$ cat src/core/cfe_pkg.sv
// Shared constants and types for the CAN receive filter and error status block.
package cfe_pkg;

   // Register bus widths.
   localparam int unsigned CFE_AW = 8;
   localparam int unsigned CFE_DW = 8;

   // Register offsets on the plain register port.
   localparam logic [7:0] CFE_OFS_MISC = 8'h00;
   localparam logic [7:0] CFE_OFS_RXERR = 8'h01;
   localparam logic [7:0] CFE_OFS_TXERR = 8'h02;
   localparam logic [7:0] CFE_OFS_FCTL = 8'h03;
   localparam logic [7:0] CFE_OFS_MODE = 8'h04;
   localparam logic [7:0] CFE_OFS_CODE_BASE = 8'h10;
   localparam logic [7:0] CFE_OFS_MASK_BASE = 8'h18;

   // Field positions.
   localparam int unsigned CFE_BOH_BIT = 0;
   localparam int unsigned CFE_ORG_LSB = 4;
   localparam int unsigned CFE_HIT_LSB = 0;
   localparam int unsigned CFE_MODE_INIT_BIT = 0;
   localparam int unsigned CFE_MODE_SLEEP_BIT = 1;
   localparam int unsigned CFE_MODE_HOLD_BIT = 2;

   // Count of acceptance code and mask registers.
   localparam int unsigned CFE_NUM_ACC = 8;

   // Filter organisation encoding.
   typedef enum logic [1:0] {
      CFE_ORG_32 = 2'b00,
      CFE_ORG_16 = 2'b01,
      CFE_ORG_8 = 2'b10,
      CFE_ORG_CLOSED = 2'b11
   } cfe_org_type;

   // Values after reset.
   localparam logic [7:0] CFE_CODE_RST = 8'h00;
   localparam logic [7:0] CFE_MASK_RST = 8'h00;
   localparam cfe_org_type CFE_ORG_RST = CFE_ORG_32;
   localparam logic [2:0] CFE_HIT_RST = 3'h0;
   localparam logic [7:0] CFE_RDATA_RST = 8'h00;

endpackage : cfe_pkg

$ cat src/core/cfe_filt_if.sv
// Interface between register file, receive stage and identifier matcher.
`timescale 1ns/1ps
interface cfe_filt_if;
   import cfe_pkg::*;
   logic [7:0][7:0] code;
   logic [7:0][7:0] mask;
   cfe_org_type org;
   logic [3:0][7:0] idr;
   logic ide;
   logic hit;
   logic [2:0] hit_idx;
   logic [2:0] fg_hit;

   modport regs (output code, output mask, output org, input fg_hit);
   modport match (input code, input mask, input org, input idr, input ide,
      output hit, output hit_idx);
   modport stage (output idr, output ide, input hit, input hit_idx, output fg_hit);
endinterface : cfe_filt_if

$ cat src/core/cfe_id_match.sv
// Identifier acceptance matcher: compares the background identifier with all filters.
`timescale 1ns/1ps
module cfe_id_match
   import cfe_pkg::*;
(
   cfe_filt_if.match fi
);

   // A byte matches when every bit left unmasked equals the code bit.
   function automatic logic byte_ok(input logic [7:0] c, input logic [7:0] m,
      input logic [7:0] id);
      byte_ok = &((~(c ^ id)) | m);
   endfunction : byte_ok

   logic [7:0] f_ok;

   // Each filter checks the bytes that its organisation assigns to it.
   always_comb begin
      f_ok = 8'h00;
      unique case (fi.org)
         CFE_ORG_32: begin
            for (int b = 0; b < 2; b++) begin
               f_ok[b] = byte_ok(fi.code[4*b], fi.mask[4*b], fi.idr[0])
                  & byte_ok(fi.code[4*b+1], fi.mask[4*b+1], fi.idr[1])
                  & (!fi.ide | (byte_ok(fi.code[4*b+2], fi.mask[4*b+2], fi.idr[2])
                  & byte_ok(fi.code[4*b+3], fi.mask[4*b+3], fi.idr[3])));
            end
         end
         CFE_ORG_16: begin
            for (int k = 0; k < 4; k++) begin
               f_ok[k] = byte_ok(fi.code[2*k], fi.mask[2*k], fi.idr[0])
                  & byte_ok(fi.code[2*k+1], fi.mask[2*k+1], fi.idr[1]);
            end
         end
         CFE_ORG_8: begin
            for (int k = 0; k < 8; k++) begin
               f_ok[k] = byte_ok(fi.code[k], fi.mask[k], fi.idr[0]);
            end
         end
         CFE_ORG_CLOSED: f_ok = 8'h00;
      endcase
   end

   // The lowest numbered filter that hits is reported.
   always_comb begin
      fi.hit = |f_ok;
      fi.hit_idx = 3'h0;
      for (int k = 7; k >= 0; k--) begin
         if (f_ok[k]) begin
            fi.hit_idx = 3'(k);
         end
      end
   end

endmodule : cfe_id_match

$ cat src/core/cfe_rx_stage.sv
// Receive stage: background identifier buffer and foreground shift on acceptance.
`timescale 1ns/1ps
module cfe_rx_stage
   import cfe_pkg::*;
(
   input wire logic core_clk,
   input wire logic arst_n,
   input wire logic rx_valid,
   input wire logic [31:0] rx_id,
   input wire logic rx_ide,
   output logic [31:0] fg_id,
   output logic fg_ide,
   output logic msg_ready,
   cfe_filt_if.stage fi
);

   typedef struct packed {
      logic [31:0] bg_id;
      logic bg_ide;
      logic pend;
      logic [31:0] fg_id;
      logic fg_ide;
      logic [2:0] hit;
      logic ready;
   } cfe_stage_type;

   cfe_stage_type st_q;
   cfe_stage_type st_d;

   // Every message lands in the background buffer; a rejected one is simply overwritten.
   always_comb begin
      st_d = st_q;
      st_d.ready = 1'b0;
      if (st_q.pend && fi.hit) begin
         st_d.fg_id = st_q.bg_id;
         st_d.fg_ide = st_q.bg_ide;
         st_d.hit = fi.hit_idx;
         st_d.ready = 1'b1;
      end
      st_d.pend = 1'b0;
      if (rx_valid) begin
         st_d.bg_id = rx_id;
         st_d.bg_ide = rx_ide;
         st_d.pend = 1'b1;
      end
   end

   always_ff @(posedge core_clk or negedge arst_n) begin
      if (!arst_n) begin
         st_q <= '0;
      end else begin
         st_q <= st_d;
      end
   end

   assign fi.idr = {st_q.bg_id[7:0], st_q.bg_id[15:8], st_q.bg_id[23:16], st_q.bg_id[31:24]};
   assign fi.ide = st_q.bg_ide;
   assign fi.fg_hit = st_q.hit;
   assign fg_id = st_q.fg_id;
   assign fg_ide = st_q.fg_ide;
   assign msg_ready = st_q.ready;

endmodule : cfe_rx_stage

$ cat src/core/cfe_top.sv
// Register file, bus-off hold flag and receive identifier filtering of the CAN unit.
`timescale 1ns/1ps

module cfe_top
   import cfe_pkg::*;
(
   input wire logic core_clk,
   input wire logic arst_n,
   input wire logic [CFE_AW-1:0] reg_addr,
   input wire logic [CFE_DW-1:0] reg_wdata,
   input wire logic reg_wr,
   input wire logic reg_rd,
   output logic [CFE_DW-1:0] reg_rdata,
   input wire logic init_request,
   input wire logic init_acknowledge,
   input wire logic sleep_request,
   input wire logic sleep_acknowledge,
   input wire logic bus_off_recovery_select,
   input wire logic bus_off_entry,
   input wire logic [7:0] rx_err_count,
   input wire logic [7:0] tx_err_count,
   input wire logic rx_valid,
   input wire logic [31:0] rx_id,
   input wire logic rx_ide,
   output logic bus_off_hold_flag,
   output logic recovery_request,
   output logic rx_msg_ready,
   output logic [31:0] fg_id,
   output logic fg_ide,
   output cfe_org_type filter_organisation
);

   // Register file state; all of it sits in one packed record.
   typedef struct packed {
      logic [7:0][7:0] code;
      logic [7:0][7:0] mask;
      cfe_org_type org;
      logic hold;
      logic recov;
      logic [CFE_DW-1:0] rdata;
   } cfe_regs_type;

   cfe_regs_type r_q;
   cfe_regs_type r_d;

   cfe_filt_if fi ();

   logic init_mode;
   logic sleep_mode;
   logic hold_set;
   logic hold_clr;

   // Selects whether an address falls in the code bank, the mask bank, or neither.
   function automatic logic in_bank(input logic [7:0] a, input logic [7:0] base);
      in_bank = (a[7:3] == base[7:3]);
   endfunction : in_bank

   // Both halves of the handshake must agree before a mode counts as entered.
   assign init_mode = init_request & init_acknowledge;
   assign sleep_mode = sleep_request & sleep_acknowledge;

   // Bus-off entry and software clear of the hold flag.
   assign hold_set = bus_off_entry & bus_off_recovery_select;
   assign hold_clr = reg_wr & (reg_addr == CFE_OFS_MISC) & reg_wdata[CFE_BOH_BIT];

   // Next state of the register file.
   always_comb begin
      r_d = r_q;
      r_d.recov = 1'b0;
      r_d.rdata = CFE_RDATA_RST;

      // A new bus-off entry wins over a clear arriving in the same cycle.
      if (hold_set) begin
         r_d.hold = 1'b1;
      end else if (hold_clr) begin
         r_d.hold = 1'b0;
         r_d.recov = r_q.hold;
      end

      // Filter setup may only change while the controller is held in init mode,
      // so the matcher never sees a half-written filter on live traffic.
      if (reg_wr && init_mode) begin
         if (in_bank(reg_addr, CFE_OFS_CODE_BASE)) begin
            r_d.code[reg_addr[2:0]] = reg_wdata;
         end
         if (in_bank(reg_addr, CFE_OFS_MASK_BASE)) begin
            r_d.mask[reg_addr[2:0]] = reg_wdata;
         end
         if (reg_addr == CFE_OFS_FCTL) begin
            r_d.org = cfe_org_type'(reg_wdata[CFE_ORG_LSB +: 2]);
         end
      end

      // Read path; data stand in the cycle after the strobe only.
      if (reg_rd) begin
         if (in_bank(reg_addr, CFE_OFS_CODE_BASE)) begin
            r_d.rdata = r_q.code[reg_addr[2:0]];
         end else if (in_bank(reg_addr, CFE_OFS_MASK_BASE)) begin
            r_d.rdata = r_q.mask[reg_addr[2:0]];
         end else begin
            unique case (reg_addr)
               CFE_OFS_MISC: begin
                  r_d.rdata[CFE_BOH_BIT] = r_q.hold;
               end
               // The counts are only coherent in sleep or init mode; elsewhere the
               // live value is returned and may be in the middle of an update.
               CFE_OFS_RXERR: r_d.rdata = rx_err_count;
               CFE_OFS_TXERR: r_d.rdata = tx_err_count;
               CFE_OFS_FCTL: begin
                  r_d.rdata[CFE_ORG_LSB +: 2] = r_q.org;
                  r_d.rdata[CFE_HIT_LSB +: 3] = fi.fg_hit;
               end
               CFE_OFS_MODE: begin
                  r_d.rdata[CFE_MODE_INIT_BIT] = init_mode;
                  r_d.rdata[CFE_MODE_SLEEP_BIT] = sleep_mode;
                  r_d.rdata[CFE_MODE_HOLD_BIT] = r_q.hold;
               end
               default: r_d.rdata = CFE_RDATA_RST;
            endcase
         end
      end
   end

   // Register file flip-flops.
   always_ff @(posedge core_clk or negedge arst_n) begin
      if (!arst_n) begin
         r_q.code <= {CFE_NUM_ACC{CFE_CODE_RST}};
         r_q.mask <= {CFE_NUM_ACC{CFE_MASK_RST}};
         r_q.org <= CFE_ORG_RST;
         r_q.hold <= 1'b0;
         r_q.recov <= 1'b0;
         r_q.rdata <= CFE_RDATA_RST;
      end else begin
         r_q <= r_d;
      end
   end

   // Filter configuration goes to the matcher.
   assign fi.code = r_q.code;
   assign fi.mask = r_q.mask;
   assign fi.org = r_q.org;

   // Matcher works on the background buffer held in the receive stage.
   cfe_id_match u_match (
      .fi(fi.match)
   );

   cfe_rx_stage u_stage (
      .core_clk(core_clk),
      .arst_n(arst_n),
      .rx_valid(rx_valid),
      .rx_id(rx_id),
      .rx_ide(rx_ide),
      .fg_id(fg_id),
      .fg_ide(fg_ide),
      .msg_ready(rx_msg_ready),
      .fi(fi.stage)
   );

   // Top outputs straight from flip-flops.
   assign reg_rdata = r_q.rdata;
   assign bus_off_hold_flag = r_q.hold;
   assign recovery_request = r_q.recov;
   assign filter_organisation = r_q.org;

endmodule : cfe_top

$ cat config.mk
export PLATFORM = sky130hd
export DESIGN_NAME = cfe_top
export DESIGN_NICKNAME = d
export VERILOG_FILES = /design/src/core/cfe_pkg.sv /design/src/core/cfe_filt_if.sv /design/src/core/cfe_id_match.sv /design/src/core/cfe_rx_stage.sv /design/src/core/cfe_top.sv
export SDC_FILE = /design/constraint.sdc
export NUM_CORES = 1
export LEC_CHECK = 0
export ABC_AREA = 1
export BUFFER_PORTS_ARGS = -buffer_cell sky130_fd_sc_hd__buf_2
export CORE_MARGIN = 4
export CORE_UTILIZATION = 26
export DETAILED_ROUTE_END_ITERATION = 8
export MAX_ROUTING_LAYER = met4
export SYNTH_ARGS = -nofsm -noshare
export SYNTH_HDL_FRONTEND = slang
export SYNTH_SLANG_ARGS = --single-unit
$ cat constraint.sdc
create_clock -name core_clk -period 4.6 [get_ports core_clk]
set_clock_uncertainty 0.15 [all_clocks]
set_input_delay 1.38 -clock core_clk [delete_from_list [all_inputs] [get_ports core_clk]]
set_output_delay 1.38 -clock core_clk [all_outputs]
set_load 0.02 [all_outputs]
==> impl_metrics.ini <==
[floorplanning]
initial_utilization_pct = 26.3
die_h_um = 222
fp.dieW_um = 222
die-area_um2 = 49300
top_level_ports = 122
placeableCoreArea_um2 = 45300
num_rows = 78

[global_routing]
antenna_found_initial = 5
grt_use_total_pct = 20.9
grt_pass1_vias = 11100
gr-total-overflow = 0
grt_pass1_wl_mm = 75.0
grt_max_degree = 68

[critical_path]
worstPathCellList = inv_1 -> o21ai_0 -> nand3_1 -> nor2_1 -> nand2_1 -> nand2_1 -> nand2_1 -> nand2_1 -> nor2_4 -> nand3_4 -> nand2_4 -> nand2_1 -> nand2_1
critical_path_class = flip-flop to flip-flop
worst-path-max-fanout = 36
ff2ff_path_depth = 13
critPathArrivalTime_ns = 4.00
crit_start = u_stage.fi.idr[4]
crit_slowest_cell = dfrtp_1
cpPeakStageDelay_ns = 0.87
worst-path-buf-inv = 1
path_common_cell = nand2_1
ff2ff_setup_slack_ns = 0.89
path_depth = 13
start_kind = flip-flop
r2r_end = u_stage.fg_id[11]
crit_end = u_stage.fg_id[11]
r2r-start = u_stage.fi.idr[4]
crit_family = simple AND/OR/NAND/NOR gates
crit_path_end_kind = flip-flop
worstPathRequired_ns = 4.89

[pwr]
clockPowerShare_pct = 45.5
leakage_nw = 6.91
combPwrFrac_pct = 10.7
intPower_mw = 3.32
cellPowerDensity_nw_per_um2 = 340
power_frac_seq_pct = 43.8
swShare_pct = 28.5
peakVddDrop_v = 0.000239
p_switching_mw = 1.32

[yosys]
avgSynthCellArea_um2 = 7.21
synth_area_leaders = dfrtp_1 (44%), nand2_1 (18%), inv_1 (6.4%)
ys.flop_type = dfrtp_1
yosysMostFrequentCell = nand2_1
seq_area_frac_synth_pct = 44.4
syn_nets = 1731
synth_edf_count = 0
synth_seq_cells = 211
netlist_instances = 1652
synth_commonest_cells = nand2_1 (555), dfrtp_1 (211), inv_1 (202)
yosysTopAreaCell = dfrtp_1
yosysUniqueCellTypes = 39
netlist_area_um2 = 11900
synth_top_area_share_pct = 44.4
synthArstFlopShare_pct = 100
yosysWarnings = 0

[job]
max_cap_viol_count = 0

[clock_network]
clock_sinks = 211
cts_hold_buffers = 0
cts_tree = yes
htree_num_levels = 1
clock_latency_ns = 0.56
clock_path_buffers = 3
post_cts_resize_count = 0
clkTransAtPathRegs_ns = 0.05
clockRootBuffer = clkbuf_16
cts_made_buffers = 26
cts.repair_timing.setup_buffer_count = 0

[placed_design]
hpwl_mm = 38.4
io_buffer_count = 121
gp_congestion = 1.01

[min_path]
min_path_type = flip-flop to flip-flop

[timing]
clock.fmax_mhz = 270
slew_headroom_pct = 26.6
worst_pin_slew_ns = 1.10
finalCritPeriodShare_pct = 80.7
setup_viol = 0
holdWs_ns = 0.313
slew_viol_final = 0
grt_setup_unrepaired = false
setup-tns-final_ns = 0
fin_crit_ns = 3.71
hold_viol_final = 0

[routing]
wirelength_mm = 51.3
ant_nets = 0
drc = 0
wl_per_cell_um = 21.9
via_per_inst = 4.91
drtIter0Drc = 1337
num_vias = 11500
first_pass_iters = 6

[layout]
layout.nets = 1794
post-route-util_pct = 30.1
drive_above_1_share_pct = 11.7
area_delta_synth_final_pct = 14.7

[run_status]
status = finished clean
tightest hold or removal path: stages, from the launching register on:
cell and delay, ns:
dfrtp_1 0.34, nand2_1 0.05, nand2_1 0.04
metal layers:
metal	wire (µm)	vias to the layer above	GRT usage, %
met5	0	-	-
met4	2250	0	8.44
met3	3890	107	3.99
met2	22700	484	31.6
met1	22400	5447	27.6
li1	-	5437	-
cell families after synthesis:
| logic type | synth area share, % |
|---|---|
| muxes | 0.189 |
| adders and majority gates | 0.315 |
| DFF | 44.4 |
| buffers and inverters | 11.6 |
| and+or+nand+nor | 29.5 |
| AOI/OAI and AO/OA | 14.1 |
registers in the layout, summed over array words and instances, names as in the netlist:
signal               cells
u_stage.fi.ide           1
u_stage.msg_ready        1
bus_off_hold_flag        1
u_stage.fg_id           32
u_stage.fg_ide           1
u_stage.st_q             1
fi.mask                 64
filter_organisation      2
u_stage.fi.idr          32
fi.code                 64
u_stage.fi.fg_hit        3
reg_rdata                8
recovery_request         1
metrics by stage:
step	setup slack, ns	std cells	instance area (µm²)	power [mW]
final	0.890	2338	13600	4.64
after global routing	0.682	2338	13600	4.82
after CTS	0.940	2335	13600	4.68
after detailed placement	0.862	2287	12800	2.56
after global placement	0.846	2287	12800	2.55
after floorplan	1.56	1652	11900	2.28
worst min-delay path by stage:
stage                    startpoint                   end  cells after the start
2_1_floorplan  u_stage.fi.fg_hit[1]  u_stage.fi.fg_hit[1]                      2
3_3_place_gp      u_stage.fg_id[16]     u_stage.fg_id[16]                      2
3_5_place_dp      u_stage.fg_id[18]     u_stage.fg_id[18]                      2
4_1_cts           u_stage.fg_id[27]     u_stage.fg_id[27]                      2
5_1_grt            u_stage.fg_id[8]      u_stage.fg_id[8]                      2
6_report           u_stage.fg_id[9]      u_stage.fg_id[9]                      2
power groups by stage:
| stage | sequential [mW] | clock, mW | combinational (mW) |
|---|---|---|---|
| after CTS | 2.03 | 2.15 | 0.498 |
| after global routing | 2.04 | 2.23 | 0.555 |
| final | 2.03 | 2.11 | 0.497 |
| after global placement | 2.06 | 0 | 0.492 |
| after floorplan | 1.98 | 0 | 0.302 |
| after detailed placement | 2.06 | 0 | 0.496 |
cell usage in the layout (no fill, tap or decap), types with 2 or more instances in the layout:
cell type   netlist  final
a21oi_1          38     38
a221oi_1          9      9
a22oi_1           2      2
and3_1            2      2
buf_12            0      2
buf_2             7    120
buf_4            39      6
bufinv_16         0      2
clkbuf_1         32      4
clkbuf_16         0     27
clkbuf_8          0      5
clkinv_2          0      5
clkinv_4          0      3
clkinvlp_4        0      2
dfrtp_1         211    211
diode_2           0      3
ha_1              3      3
inv_1           202    202
inv_2             4      4
mux2_2            2      2
nand2_1         555    555
nand2_4           9      9
nand3_1         132    132
nand3b_1          9      9
nand4_1           9      9
nor2_1          109    109
nor2_4            2      2
nor3_1            4      4
o2111ai_1         6      6
o21ai_0         119    119
o21ai_1          58     58
o21ai_2           7      7
o22ai_1          48     48
o41ai_1           8      8
cell type report:
type | count | area (µm²)
Fill cell | 4935 | 31600
Sequential cell | 211 | 5280
Multi-Input combinational cell | 1140 | 5250
Inverter | 207 | 779
Clock buffer | 36 | 759
Tap cell | 600 | 751
Timing Repair Buffer | 129 | 701
Clock inverter | 12 | 126
Antenna cell | 3 | 7.51
(Power assumes the default switching activity.)
